## src/hw/sfh_pkg.sv

```systemverilog
// package: register map, field positions and types of the fault handler block
package sfh_pkg;

   // register byte offsets on the apb slave
   localparam logic [7:0] SFH_OFF_CONFIG_CONTROL = 8'h00;
   localparam logic [7:0] SFH_OFF_PRIORITY_1 = 8'h04;
   localparam logic [7:0] SFH_OFF_PRIORITY_2 = 8'h08;
   localparam logic [7:0] SFH_OFF_PRIORITY_3 = 8'h0c;
   localparam logic [7:0] SFH_OFF_CONTROL_STATE = 8'h10;
   localparam logic [7:0] SFH_OFF_FAULT_STATUS = 8'h14;
   localparam logic [7:0] SFH_OFF_FAULT_ADDRESS = 8'h18;

   // config_control field positions
   localparam int SFH_CC_STACK_ALIGN_8 = 9;
   localparam int SFH_CC_HIGH_PRIO_FAULT_IGNORE = 8;
   localparam int SFH_CC_DIVIDE_ZERO_TRAP_EN = 4;
   localparam int SFH_CC_MISALIGNED_TRAP_EN = 3;
   localparam int SFH_CC_UNPRIV_TRIGGER_ALLOW = 1;
   localparam int SFH_CC_THREAD_ENTRY_NESTED_ALLOW = 0;
   localparam logic [31:0] SFH_CC_WR_MASK = 32'h0000_031b;
   localparam logic SFH_STACK_ALIGN_RESET = 1'b1;
   localparam logic [31:0] SFH_CC_RESET = 32'h0000_0000;

   // priority registers: reserved bytes read zero, ignore writes
   localparam logic [31:0] SFH_PRI1_WR_MASK = 32'h00ff_ffff;
   localparam logic [31:0] SFH_PRI2_WR_MASK = 32'hffff_ffff;
   localparam logic [31:0] SFH_PRI3_WR_MASK = 32'hffff_00ff;
   localparam logic [31:0] SFH_PRI_RESET = 32'h0000_0000;

   // control_state field positions
   localparam int SFH_CS_USAGE_FAULT_ENABLE = 18;
   localparam int SFH_CS_BUS_FAULT_ENABLE = 17;
   localparam int SFH_CS_PROTECTION_FAULT_ENABLE = 16;
   localparam int SFH_CS_PEND_LSB = 12;
   localparam int SFH_CS_SYSTEM_TICK_ACTIVE = 11;
   localparam int SFH_CS_DEFERRED_CALL_ACTIVE = 10;
   localparam int SFH_CS_DEBUG_MONITOR_ACTIVE = 8;
   localparam int SFH_CS_SUPERVISOR_CALL_ACTIVE = 7;
   localparam int SFH_CS_USAGE_FAULT_ACTIVE = 3;
   localparam int SFH_CS_BUS_FAULT_ACTIVE = 1;
   localparam int SFH_CS_PROTECTION_FAULT_ACTIVE = 0;
   localparam logic [31:0] SFH_CS_WR_MASK = 32'h0007_fd8b;
   localparam logic [31:0] SFH_CS_RESET = 32'h0000_0000;

   // protection fault status byte, low byte of fault status
   localparam int SFH_MS_ADDRESS_VALID = 7;
   localparam int SFH_MS_LAZY_FP_ERROR = 5;
   localparam int SFH_MS_ENTRY_STACK_ERROR = 4;
   localparam int SFH_MS_RETURN_UNSTACK_ERROR = 3;
   localparam int SFH_MS_DATA_ACCESS_VIOLATION = 1;
   localparam int SFH_MS_INSTR_ACCESS_VIOLATION = 0;
   localparam logic [7:0] SFH_MS_RESET = 8'h00;
   localparam logic [31:0] SFH_ADDR_RESET = 32'h0000_0000;

   // stack alignment masks
   localparam logic [31:0] SFH_ALIGN8_MASK = 32'hffff_fff8;
   localparam logic [31:0] SFH_ALIGN4_MASK = 32'hffff_fffc;

   // apb slave states
   typedef enum logic [1:0] {
      SFH_APB_IDLE = 2'b01,
      SFH_APB_ACK = 2'b10
   } sfh_apb_e;

   // protection fault events reported by the memory pipeline
   typedef struct packed {
      logic data_violation;
      logic instr_violation;
      logic instr_issued;
      logic entry_stack;
      logic return_unstack;
      logic lazy_fp;
      logic [31:0] data_addr;
   } sfh_mem_evt_s;

   // exception state changes from the exception sequencer
   typedef struct packed {
      logic [3:0] pend_set;
      logic [3:0] pend_taken;
      logic [6:0] act_set;
      logic [6:0] act_clr;
   } sfh_exc_evt_s;

   // core requests that need a configuration decision
   typedef struct packed {
      logic entry;
      logic [31:0] stack_pointer;
      logic precise_fault;
      logic neg_priority;
      logic divide_zero;
      logic misaligned_wh;
      logic misaligned_multi;
      logic unpriv_trigger;
      logic thread_return;
      logic nested_active;
   } sfh_core_req_s;

endpackage

```

## src/hw/sfh_top.sv

```systemverilog
// fault handler control: configuration, priorities, handler state, status
// Behaviour
// [RL1] stack alignment bit set: entry aligns stack pointer to 8 bytes, else 4
// [RL2] stack alignment bit resets to one and is writable here
// [RL3] precise fault at priority -1/-2 locks up unless ignore bit set
// [RL4] divide trap enable gates trapping of division by zero
// [RL5] trap enable gates faults on misaligned word and halfword accesses
// [RL6] misaligned multiple and exclusive accesses always fault
// [RL7] unprivileged trigger bit allows unprivileged trigger register access
// [RL8] thread entry with active exceptions faults unless entry bit set
// [RL9] handlers 4 to 15 own 8-bit priority bytes, four per register
// [RL10] priority bytes of handlers 7 and 13 are reserved
// [RL11] control_state bits 18,17,16 enable usage, bus, protection faults
// [RL12] pending bits 15..12 set on occurrence, clear on activation
// [RL13] active bits read one while exception current or nested
// [RL14] hardware and software writes both update pending and active state
// [RL15] software updates control_state by read-modify-write
// [RL16] fault status: usage 31..16, bus 15..8, protection 7..0; here only the protection byte exists, usage and bus read zero
// [RL17] fault status bits accumulate and clear only on written one
// [RL18] fault status and priority registers accept byte, halfword, word
// [RL19] address valid flag is one only while captured address is valid
// [RL20] protection fault in lazy float preservation sets its flag
// [RL21] derived faults in entry stacking and return unstacking set flags
// [RL22] data violation flag reads zero until a data violation occurs
// [RL23] data violation captures the faulting data address
// [RL24] instruction violation sets its flag only when instruction issued
// [RL25] a hardware set wins over a same-cycle software clear
//
// The address map and the APB slave port were decided locally.
`timescale 1ns/1ps
module sfh_top
   import sfh_pkg::*;
(
   input wire logic MCLK_IN,
   input wire logic SRST_IN,
   input wire logic PSEL_IN,
   input wire logic PENABLE_IN,
   input wire logic PWRITE_IN,
   input wire logic [7:0] PADDR_IN,
   input wire logic [31:0] PWDATA_IN,
   input wire logic [3:0] PSTRB_IN,
   input wire sfh_mem_evt_s MEM_EVT_IN,
   input wire sfh_exc_evt_s EXC_EVT_IN,
   input wire sfh_core_req_s CORE_REQ_IN,
   output logic PREADY_OUT,
   output logic PSLVERR_OUT,
   output logic [31:0] PRDATA_OUT,
   output logic [31:0] SP_ALIGNED_OUT,
   output logic SP_ADJUSTED_OUT,
   output logic LOCKUP_OUT,
   output logic FAULT_IGNORED_OUT,
   output logic DIV_TRAP_OUT,
   output logic MISALIGN_FAULT_OUT,
   output logic TRIGGER_DENY_OUT,
   output logic THREAD_FAULT_OUT,
   output logic [2:0] FAULT_ENABLE_OUT
);

   sfh_apb_e state_ff;
   sfh_apb_e nxt_state;
   logic [31:0] config_control_ff;
   logic [31:0] priority_1_ff;
   logic [31:0] priority_2_ff;
   logic [31:0] priority_3_ff;
   logic [31:0] control_state_ff;
   logic [7:0] prot_status_ff;
   logic [31:0] prot_address_ff;
   logic [31:0] byte_mask;
   logic wr_commit;
   logic addr_hit;
   logic [31:0] rd_value;
   logic [31:0] cs_hw_set;
   logic [31:0] cs_hw_clr;
   logic [31:0] nxt_control_state;
   logic [7:0] ms_hw_set;
   logic [7:0] ms_w1c;
   logic [31:0] aligned_sp;

   // byte lanes selected by the strobes
   genvar lane;
   generate
      for (lane = 0; lane < 4; lane++) begin : g_lane
         assign byte_mask[lane*8 +: 8] = {8{PSTRB_IN[lane]}}; // [RL18]
      end
   endgenerate

   // apb handshake: no wait states, pready pulses in the access phase
   always_comb begin
      nxt_state = state_ff;
      case (state_ff)
         SFH_APB_IDLE: begin
            if (PSEL_IN && !PENABLE_IN) begin
               nxt_state = SFH_APB_ACK;
            end
         end
         SFH_APB_ACK: begin
            nxt_state = SFH_APB_IDLE;
         end
         default: begin
            nxt_state = SFH_APB_IDLE;
         end
      endcase
   end

   always_ff @(posedge MCLK_IN) begin
      if (SRST_IN) begin
         state_ff <= SFH_APB_IDLE;
      end else begin
         state_ff <= nxt_state;
      end
   end

   // a write lands only at the edge where pready is seen high
   assign wr_commit = PSEL_IN && PENABLE_IN && PWRITE_IN && PREADY_OUT
                      && addr_hit;

   // address decode and read mux; unmapped addresses read zero
   always_comb begin
      addr_hit = 1'b1;
      rd_value = 32'h0000_0000;
      case (PADDR_IN)
         SFH_OFF_CONFIG_CONTROL: begin
            rd_value = config_control_ff;
         end
         SFH_OFF_PRIORITY_1: begin
            rd_value = priority_1_ff;
         end
         SFH_OFF_PRIORITY_2: begin
            rd_value = priority_2_ff;
         end
         SFH_OFF_PRIORITY_3: begin
            rd_value = priority_3_ff;
         end
         SFH_OFF_CONTROL_STATE: begin
            rd_value = control_state_ff;
         end
         SFH_OFF_FAULT_STATUS: begin
            // usage and bus bytes are not implemented and read zero
            rd_value = {24'h00_0000, prot_status_ff}; // [RL16]
         end
         SFH_OFF_FAULT_ADDRESS: begin
            rd_value = prot_address_ff;
         end
         default: begin
            addr_hit = 1'b0;
         end
      endcase
   end

   // read data, ready and error are all flopped in the setup cycle
   always_ff @(posedge MCLK_IN) begin
      if (SRST_IN) begin
         PREADY_OUT <= 1'b0;
         PSLVERR_OUT <= 1'b0;
         PRDATA_OUT <= 32'h0000_0000;
      end else begin
         PREADY_OUT <= (nxt_state == SFH_APB_ACK);
         if (state_ff == SFH_APB_IDLE && PSEL_IN && !PENABLE_IN) begin
            PSLVERR_OUT <= !addr_hit;
            PRDATA_OUT <= PWRITE_IN ? 32'h0000_0000 : rd_value;
         end else begin
            PSLVERR_OUT <= 1'b0;
            PRDATA_OUT <= 32'h0000_0000;
         end
      end
   end

   // configuration bits; reserved bits stay zero
   always_ff @(posedge MCLK_IN) begin
      if (SRST_IN) begin
         config_control_ff <= SFH_CC_RESET;
         // stack alignment comes out of reset set [RL2]
         config_control_ff[SFH_CC_STACK_ALIGN_8] <= SFH_STACK_ALIGN_RESET;
      end else if (wr_commit && PADDR_IN == SFH_OFF_CONFIG_CONTROL) begin
         // stack alignment writable, reset value one [RL2]
         config_control_ff <= (config_control_ff
                               & ~(byte_mask & SFH_CC_WR_MASK))
                              | (PWDATA_IN & byte_mask & SFH_CC_WR_MASK);
      end
   end

   // priority bytes, lane-wise writes, reserved bytes masked out
   always_ff @(posedge MCLK_IN) begin
      if (SRST_IN) begin
         priority_1_ff <= SFH_PRI_RESET;
         priority_2_ff <= SFH_PRI_RESET;
         priority_3_ff <= SFH_PRI_RESET;
      end else if (wr_commit) begin
         if (PADDR_IN == SFH_OFF_PRIORITY_1) begin // [RL9] [RL10] [RL18]
            priority_1_ff <= (priority_1_ff
                              & ~(byte_mask & SFH_PRI1_WR_MASK))
                             | (PWDATA_IN & byte_mask & SFH_PRI1_WR_MASK);
         end
         if (PADDR_IN == SFH_OFF_PRIORITY_2) begin // [RL9]
            priority_2_ff <= (priority_2_ff
                              & ~(byte_mask & SFH_PRI2_WR_MASK))
                             | (PWDATA_IN & byte_mask & SFH_PRI2_WR_MASK);
         end
         if (PADDR_IN == SFH_OFF_PRIORITY_3) begin // [RL9] [RL10]
            priority_3_ff <= (priority_3_ff
                              & ~(byte_mask & SFH_PRI3_WR_MASK))
                             | (PWDATA_IN & byte_mask & SFH_PRI3_WR_MASK);
         end
      end
   end

   // map sequencer events onto control_state bit positions
   always_comb begin
      cs_hw_set = 32'h0000_0000;
      cs_hw_clr = 32'h0000_0000;
      cs_hw_set[SFH_CS_PEND_LSB +: 4] = EXC_EVT_IN.pend_set; // [RL12]
      cs_hw_clr[SFH_CS_PEND_LSB +: 4] = EXC_EVT_IN.pend_taken; // [RL12]
      cs_hw_set[SFH_CS_SYSTEM_TICK_ACTIVE] = EXC_EVT_IN.act_set[6]; // [RL13]
      cs_hw_set[SFH_CS_DEFERRED_CALL_ACTIVE] = EXC_EVT_IN.act_set[5];
      cs_hw_set[SFH_CS_DEBUG_MONITOR_ACTIVE] = EXC_EVT_IN.act_set[4];
      cs_hw_set[SFH_CS_SUPERVISOR_CALL_ACTIVE] = EXC_EVT_IN.act_set[3];
      cs_hw_set[SFH_CS_USAGE_FAULT_ACTIVE] = EXC_EVT_IN.act_set[2];
      cs_hw_set[SFH_CS_BUS_FAULT_ACTIVE] = EXC_EVT_IN.act_set[1];
      cs_hw_set[SFH_CS_PROTECTION_FAULT_ACTIVE] = EXC_EVT_IN.act_set[0];
      cs_hw_clr[SFH_CS_SYSTEM_TICK_ACTIVE] = EXC_EVT_IN.act_clr[6]; // [RL13]
      cs_hw_clr[SFH_CS_DEFERRED_CALL_ACTIVE] = EXC_EVT_IN.act_clr[5];
      cs_hw_clr[SFH_CS_DEBUG_MONITOR_ACTIVE] = EXC_EVT_IN.act_clr[4];
      cs_hw_clr[SFH_CS_SUPERVISOR_CALL_ACTIVE] = EXC_EVT_IN.act_clr[3];
      cs_hw_clr[SFH_CS_USAGE_FAULT_ACTIVE] = EXC_EVT_IN.act_clr[2];
      cs_hw_clr[SFH_CS_BUS_FAULT_ACTIVE] = EXC_EVT_IN.act_clr[1];
      cs_hw_clr[SFH_CS_PROTECTION_FAULT_ACTIVE] = EXC_EVT_IN.act_clr[0];
   end

   // software write first, then hardware events; hardware has the last word
   // so an event in the same cycle as a software write is never lost
   always_comb begin
      nxt_control_state = control_state_ff;
      if (wr_commit && PADDR_IN == SFH_OFF_CONTROL_STATE) begin
         // whole bytes are replaced, so software must read-modify-write [RL15]
         // software sets enables, pending and active bits [RL11] [RL14]
         nxt_control_state = (control_state_ff
                              & ~(byte_mask & SFH_CS_WR_MASK))
                             | (PWDATA_IN & byte_mask & SFH_CS_WR_MASK);
      end
      // exception events set and clear on top of it [RL14] [RL25]
      nxt_control_state = (nxt_control_state & ~cs_hw_clr) | cs_hw_set;
   end

   always_ff @(posedge MCLK_IN) begin
      if (SRST_IN) begin
         control_state_ff <= SFH_CS_RESET;
      end else begin
         control_state_ff <= nxt_control_state & SFH_CS_WR_MASK;
      end
   end

   // protection fault events feeding the status byte
   always_comb begin
      ms_hw_set = 8'h00;
      ms_hw_set[SFH_MS_DATA_ACCESS_VIOLATION] =
         MEM_EVT_IN.data_violation; // [RL22]
      ms_hw_set[SFH_MS_ADDRESS_VALID] = MEM_EVT_IN.data_violation; // [RL19]
      ms_hw_set[SFH_MS_INSTR_ACCESS_VIOLATION] =
         MEM_EVT_IN.instr_violation && MEM_EVT_IN.instr_issued; // [RL24]
      ms_hw_set[SFH_MS_ENTRY_STACK_ERROR] = MEM_EVT_IN.entry_stack; // [RL21]
      ms_hw_set[SFH_MS_RETURN_UNSTACK_ERROR] =
         MEM_EVT_IN.return_unstack; // [RL21]
      ms_hw_set[SFH_MS_LAZY_FP_ERROR] = MEM_EVT_IN.lazy_fp; // [RL20]
      // status lives in lane 0 only; other lanes have nothing to clear
      ms_w1c = 8'h00;
      if (wr_commit && PADDR_IN == SFH_OFF_FAULT_STATUS && PSTRB_IN[0]) begin
         ms_w1c = PWDATA_IN[7:0]; // [RL18]
      end
   end

   // sticky status: bits accumulate, written ones clear, set beats clear
   always_ff @(posedge MCLK_IN) begin
      if (SRST_IN) begin
         prot_status_ff <= SFH_MS_RESET;
      end else begin
         // events accumulate, set beats clear [RL17] [RL25]
         prot_status_ff <= (prot_status_ff & ~ms_w1c) | ms_hw_set;
      end
   end

   // faulting data address; read-only to software
   always_ff @(posedge MCLK_IN) begin
      if (SRST_IN) begin
         prot_address_ff <= SFH_ADDR_RESET;
      end else if (MEM_EVT_IN.data_violation) begin
         prot_address_ff <= MEM_EVT_IN.data_addr; // [RL23]
      end
   end

   // stack alignment on entry [RL1]
   assign aligned_sp = config_control_ff[SFH_CC_STACK_ALIGN_8]
                       ? (CORE_REQ_IN.stack_pointer & SFH_ALIGN8_MASK)
                       : (CORE_REQ_IN.stack_pointer & SFH_ALIGN4_MASK);

   // decisions for the core, one cycle after the request
   always_ff @(posedge MCLK_IN) begin
      if (SRST_IN) begin
         SP_ALIGNED_OUT <= 32'h0000_0000;
         SP_ADJUSTED_OUT <= 1'b0;
         LOCKUP_OUT <= 1'b0;
         FAULT_IGNORED_OUT <= 1'b0;
         DIV_TRAP_OUT <= 1'b0;
         MISALIGN_FAULT_OUT <= 1'b0;
         TRIGGER_DENY_OUT <= 1'b0;
         THREAD_FAULT_OUT <= 1'b0;
      end else begin
         if (CORE_REQ_IN.entry) begin
            SP_ALIGNED_OUT <= aligned_sp; // [RL1]
         end
         SP_ADJUSTED_OUT <= CORE_REQ_IN.entry
                            && (aligned_sp != CORE_REQ_IN.stack_pointer);
         // lockup is a level the core holds; here only the verdict pulse
         LOCKUP_OUT <= CORE_REQ_IN.precise_fault // [RL3]
            && CORE_REQ_IN.neg_priority
            && !config_control_ff[SFH_CC_HIGH_PRIO_FAULT_IGNORE];
         FAULT_IGNORED_OUT <= CORE_REQ_IN.precise_fault // [RL3]
            && CORE_REQ_IN.neg_priority
            && config_control_ff[SFH_CC_HIGH_PRIO_FAULT_IGNORE];
         DIV_TRAP_OUT <= CORE_REQ_IN.divide_zero // [RL4]
            && config_control_ff[SFH_CC_DIVIDE_ZERO_TRAP_EN];
         // multiple and exclusive accesses fault whatever the trap bit [RL6]
         MISALIGN_FAULT_OUT <= CORE_REQ_IN.misaligned_multi
            || (CORE_REQ_IN.misaligned_wh // [RL5]
                && config_control_ff[SFH_CC_MISALIGNED_TRAP_EN]);
         TRIGGER_DENY_OUT <= CORE_REQ_IN.unpriv_trigger // [RL7]
            && !config_control_ff[SFH_CC_UNPRIV_TRIGGER_ALLOW];
         THREAD_FAULT_OUT <= CORE_REQ_IN.thread_return // [RL8]
            && CORE_REQ_IN.nested_active
            && !config_control_ff[SFH_CC_THREAD_ENTRY_NESTED_ALLOW];
      end
   end

   // fault enables mirrored to the exception sequencer [RL11]
   always_ff @(posedge MCLK_IN) begin
      if (SRST_IN) begin
         FAULT_ENABLE_OUT <= 3'b000;
      end else begin
         FAULT_ENABLE_OUT <= {
            nxt_control_state[SFH_CS_USAGE_FAULT_ENABLE],
            nxt_control_state[SFH_CS_BUS_FAULT_ENABLE],
            nxt_control_state[SFH_CS_PROTECTION_FAULT_ENABLE]};
      end
   end

endmodule

```

## config.mk

```make
export PLATFORM = sky130hd
export DESIGN_NAME = sfh_top
export DESIGN_NICKNAME = d
export VERILOG_FILES = /design/src/hw/sfh_pkg.sv /design/src/hw/sfh_top.sv
export SDC_FILE = /design/constraint.sdc
export NUM_CORES = 1
export LEC_CHECK = 0
export ABC_CLOCK_PERIOD_IN_PS = 1900
export BUFFER_PORTS_ARGS = -buffer_cell sky130_fd_sc_hd__buf_2
export CORE_ASPECT_RATIO = 1.4
export CORE_UTILIZATION = 30
export CTS_CLUSTER_DIAMETER = 60
export DETAILED_ROUTE_END_ITERATION = 16
export GPL_ROUTABILITY_DRIVEN = 1
export PLACE_DENSITY = 0.56
export SYNTH_ARGS = -nofsm -noshare
export SYNTH_HDL_FRONTEND = slang
export SYNTH_SLANG_ARGS = --single-unit
export TNS_END_PERCENT = 30
```

## constraint.sdc

```tcl
create_clock -name MCLK_IN -period 1.9 [get_ports MCLK_IN]
set_input_delay 0.57 -clock MCLK_IN [delete_from_list [all_inputs] [get_ports MCLK_IN]]
set_output_delay 0.57 -clock MCLK_IN [all_outputs]
set_load 0.005 [all_outputs]
```

==> out/metrics.yaml, run 1 <==
r2r_setup_slack_ns: 0.24
avgSynthCellArea_um2: 10.37
post_cts_buffers: 0
yosys.area_share.simple_pct: 17.99
finalHoldViolCount: 0
wirelength_um: 25780
run_status: "complete, no violations"
viasPerCell: 4.736
tightest_slew_ns: 0.5058
nets: 1269
rows: 74
crit_chain: "buf_2 > buf_4 > nor4_2 > buf_4 > nand4_1 > buf_4 > nor4b_1 > a221o_1"
hold_depth: 3
setup_viol: 0
post-route-period-util_pct: 90.97
ff2ff_path_depth: 7
hold_class: "in -> reg"
place.gp.congestion: 0.7708
antenna_left: 0
area_growth_pct: 30.85
synthArstFlopShare_pct: 0
post_cts_resize_count: 0
path_max_fanout: 14
final_cells: 1518
seq_area_frac_synth_pct: 47.81
netlist_instances: 860
yosys.area.top_type_share_pct: 47.81
arrival_ns: 2.20
utilization_pct: 40.01
grt_pass1_vias: 7065
drv_slew: 0
synthFlopType: "dfxtp_1"
synthTopCellsByArea: "dfxtp_1 (48%), mux2i_1 (18%), nor2_1 (7.3%)"
critPathMaxStageDelay_ns: 0.44
slew_headroom_pct: 66.28
clock_path_buffers: 3
io_pins: 226
drv_cap: 0
synth_edf_count: 0
synthXorXnorAreaFrac_pct: 0
die-area_um2: 30430
routedWlPerCell_um: 16.98
start_kind: "input port"
antenna_found_initial: 2
cts-root-buf: "clkbuf_16"
setup_ws_ns: 0.1716
hpwl_um: 19030
drt-pass1-iter-count: 4
cts_hold_buf: 0
insertion_delay_ns: 0.52
ys_warn_count: 0
drc: 0
synth_largest_area_cell: "dfxtp_1"
htree_num_levels: 1
ys_ff_latch: 213
placed_cells: 1473
power_density_nw_per_um2: 866.0
crit_type: "in -> reg"
cp_top_family: "simple AND/OR/NAND/NOR gates"
track_usage_pct: 16.64
syn-cell-area_um2: 8919
slowest_stage: "nor4_2"
synth_mux_area_share_pct: 20.92
initial_core_util_pct: 30.58
io_buffers: 223
worst_path_most_repeated_cell: "buf_4"
max_freq_mhz: 578.6
vias: 7190
grt_pass1_wl_um: 39390
layout-drive-gt1-share_pct: 34.24
core_um2: 29170
die_y_um: 206.0
rsz0062_at_grt: "false"
drt_iter0_markers: 293
cts.sinks: 213
setup_tns_ns: 0
synth_top_family_by_area: "multiplexers"
cts_buffers: 24
end_kind: "register"
grt_max_degree: 102
synth-compound-area-share_pct: 8.432
fin_crit_ns: 1.728
pre_cts_ws_ns: -0.2950
die_w_um: 147.7
ys_types: 54
fin_worst_skew_ns: 0.004946
overflow: 0
yosys.area_share.adder_pct: 0
crit_required_ns: 2.37
cp_num_buf_inv: 4
p_leak_nw: 5.553
path_clk_slew_ns: 0.06
ir_worst_vdd_mv: 0.5244
whs_ns: 0.2625
tritoncts: "done"
crit_cells: 8
synth_stat cells, drive strengths merged (2+ instances only):
library cell / n
buf: 38
o22a: 4
o2bb2ai: 2
a31oi: 4
nor3b: 14
a22o: 6
nor3: 14
a311oi: 6
dfxtp: 213
a22oi: 22
nand4: 13
a32o: 5
inv: 9
clkbuf: 27
nor4: 2
mux2i: 156
nand3: 2
nor2: 175
nor2b: 3
o22ai: 3
mux2: 23
nor4b: 10
or4b: 2
and4: 2
nand2b: 6
a21oi: 18
mux4: 2
a211oi: 2
nand2: 45
and2: 2
a221o: 13
a32oi: 6
worst paths after layout:
kind                     endpoint      startpoint
max          control_state_ff[11]     PADDR_IN[5]
min                  DIV_TRAP_OUT  CORE_REQ_IN[5]
max reg2reg        PRDATA_OUT[30]     state_ff[1]
min reg2reg              register        register
cell usage in the layout, fill, tap and decap left out, types with 4 or more instances in the layout:
cell / count
buf_2: 222
dfxtp_1: 213
nor2_1: 174
mux2i_1: 156
buf_4: 60
nand2_1: 45
clkbuf_16: 25
mux2_2: 23
a22oi_1: 22
a21oi_1: 18
nor3b_1: 14
buf_12: 14
a221o_1: 13
inv_1: 9
nor3_1: 9
nand4_4: 9
a22o_1: 6
a32oi_1: 6
a311oi_1: 6
clkbuf_8: 6
nand2b_1: 5
a32o_1: 5
nor4b_1: 5
nor3_4: 4
o22a_1: 4
nand4_1: 4
clkinv_2: 4
clkbuf_1: 4
power breakdown:
group | leakage (nW) | internal, W | switching [W]
sequential | 1.73 | 0.00458 | 0.0000623
clock | 0.394 | 0.00277 | 0.00188
combinational | 3.42 | 0.000389 | 0.000421
total | 5.55 | 0.00774 | 0.00236
worst register-to-register path: stages (launching register included):
cell and delay (ns):
dfxtp_1 0.30, nand2b_1 0.17, nor3_4 0.20, inv_1 0.10
or3_1 0.36, buf_12 0.17, buf_12 0.15, nor2_1 0.14
stage by stage:
step / total power, W / instance area (um^2)
detailed placement: 0.005557 / 10870
finish: 0.01011 / 11670
global placement: 0.005548 / 10870
floorplan: 0.005129 / 8922
CTS: 0.01024 / 11660
global route: 0.01049 / 11670
layout make-up:
class,count,area (um^2)
diodes,2,5.005
clock buffers,35,723.2
clock inverters,8,75.07
fillers,2942,17500
inverters,9,33.78
multi-input cells,574,4240
flip-flops and latches,213,4264
well taps,380,475.5
repair buffers,297,1853
logic make-up after synthesis:
kind of cell / Yosys count
other: 1
muxes: 181
DFF: 213
AOI/OAI and AO/OA: 95
and+or+nand+nor: 296
buffers and inverters: 74
metal layers:
metal	track usage [%]	wire, um
met2	29.09	12730
met1	19.60	10810
met3	3.466	1516
met5	0	13
met4	7.143	715
Note: power is estimated with default switching activity, not from simulation.
==> run 2: changes to the inputs <==
--- a/config.mk
+++ b/config.mk
@@ -12,7 +12,6 @@
 export CTS_CLUSTER_DIAMETER = 60
 export DETAILED_ROUTE_END_ITERATION = 16
 export GPL_ROUTABILITY_DRIVEN = 1
-export PLACE_DENSITY = 0.56
 export SYNTH_ARGS = -nofsm -noshare
 export SYNTH_HDL_FRONTEND = slang
 export SYNTH_SLANG_ARGS = --single-unit
==> run 2 against run 1 <==
Against the previous run:
- sequential power barely moved
- clock skew rose by 0.0086 ns
- setup slack improved by 0.018 ns
- clock power rose by 5.8%
- clock-buffer cell count fell by 5
- sequential share of layout area fell by 0.21 points
- critical path depth fell by 1
- wire length fell by 0.60%
- register-to-register slack got worse by 0.05 ns
- die area did not move
- power rose by 2.6%
==> out/metrics.yaml, run 2 (synthesized netlist as in run 1, its figures left out) <==
hold_class: "in -> reg"
cts_buffers: 24
grt_pass1_wl_um: 38950
fin_crit_ns: 1.710
p_clk_share_pct: 47.4
drv_cap: 0
power_density_nw_per_um2: 883.8
drv_slew: 0
crit_required_ns: 2.34
core_um2: 29170
final_cells: 1518
reg2reg_from: "state_ff[1]"
setup_viol: 0
io_pins: 226
cts.sinks: 213
layout-drive-gt1-share_pct: 34.36
layout_common_cells: "buf_2 (222), dfxtp_1 (213), nor2_1 (174), mux2i_1 (156), buf_4 (57)"
grt_max_degree: 77
vias: 7224
tritoncts: "done"
finalHoldViolCount: 0
drt-pass1-iter-count: 5
slowest_stage: "or3_1"
initial_core_util_pct: 30.58
cp_top_family: "simple AND/OR/NAND/NOR gates"
crit_type: "reg -> reg"
cp_num_buf_inv: 3
pre_cts_ws_ns: -0.1880
hpwl_um: 19080
wirelength_um: 25630
fin_worst_skew_ns: 0.01359
die_y_um: 206.0
drc: 0
post_cts_buffers: 0
ff2ff_path_depth: 7
power.internal_w: 0.007921
overflow: 0
nets: 1268
area_growth_pct: 31.61
die_w_um: 147.7
path_clk_slew_ns: 0.06
path_max_fanout: 10
clock_path_buffers: 3
routedWlPerCell_um: 16.88
sequentialPowerShare_pct: 44.7
critPathMaxStageDelay_ns: 0.31
end_kind: "register"
hold_end: "MISALIGN_FAULT_OUT"
switchingPower_w: 0.002452
post_cts_resize_count: 0
arrival_ns: 2.15
comb_power_share_pct: 7.8
p_sw_share_pct: 23.64
p_leak_nw: 5.574
run_status: "complete, no violations"
io_buffers: 223
placed_cells: 1472
setup_ws_ns: 0.1899
grt_pass1_vias: 7043
worstReg2RegEnd: "PRDATA_OUT[1]"
crit_chain: "nand2b_1 > nor3_4 > inv_1 > or3_1 > buf_4 > buf_12 > a31oi_1"
cts_hold_buf: 0
rsz0062_at_grt: "false"
mostFrequentLayoutCell: "buf_2"
ir_worst_vdd_mv: 0.6299
die-area_um2: 30430
post-route-period-util_pct: 90.01
min-delay-start: "CORE_REQ_IN[3]"
antenna_left: 0
place.gp.congestion: 0.7884
insertion_delay_ns: 0.53
r2r_setup_slack_ns: 0.19
max_freq_mhz: 584.8
rows: 74
viasPerCell: 4.759
utilization_pct: 40.24
crit_start: "state_ff[1]"
track_usage_pct: 16.55
htree_num_levels: 1
cts-root-buf: "clkbuf_16"
antenna_found_initial: 4
drt_iter0_markers: 299
hold_depth: 3
start_kind: "register"
run 2: how the worst max path moves through the flow:
stage,endpoint,depth (start not counted)
global route,PRDATA_OUT[1],7
floorplan,prot_status_ff[0],5
finish,PRDATA_OUT[1],7
global placement,PRDATA_OUT[7],7
detailed placement,register,7
CTS,PRDATA_OUT[1],7
run 2: stage by stage:
stage	total power, W	setup TNS [ns]	hold slack, ns	cell area [um^2]
finish	0.01037	0	0.2441	11740
CTS	0.01050	0	0.2238	11730
detailed placement	0.005557	-17.14	0.4433	10880
global route	0.01076	0	0.2301	11740
global placement	0.005544	-14.86	0.4354	10880
floorplan	0.005129	0	0.4145	8922
run 2: worst reg2reg max path, cell delays in order (launching register included):
cell	delay (ns)
dfxtp_1	0.30
nand2b_1	0.19
nor3_4	0.22
inv_1	0.09
or3_1	0.31
buf_4	0.20
buf_12	0.16
a31oi_1	0.17
run 2: final cells by class:
class	count	area, um^2
clock inverter	13	171.4
antenna	3	7.507
multi-input combinational	574	4240
timing repair buffer	296	1871
clock buffer	30	674.4
fill	2895	17430
sequential	213	4264
inverter	9	33.78
tap	380	475.5
run 2: power by group through the flow:
stage / clock [W] / sequential (W) / combinational [W]
3_3_place_gp: 0 / 0.00474 / 0.000809
2_1_floorplan: 0 / 0.00472 / 0.000406
4_1_cts: 0.00504 / 0.00464 / 0.000822
3_5_place_dp: 0 / 0.00474 / 0.000820
6_report: 0.00492 / 0.00464 / 0.000811
5_1_grt: 0.00523 / 0.00465 / 0.000880
run 2: routing by layer:
metal / vias up / part of all wire (%) / wire length, um / track usage (%)
met1: 3394 / 41 / 10400 / 18.81
met3: 52 / 5.5 / 1412 / 3.510
met5: - / 0.11 / 28 / 0
met2: 210 / 51 / 12960 / 29.55
li1: 3564 / - / - / -
met4: 4 / 3.2 / 828 / 7.437
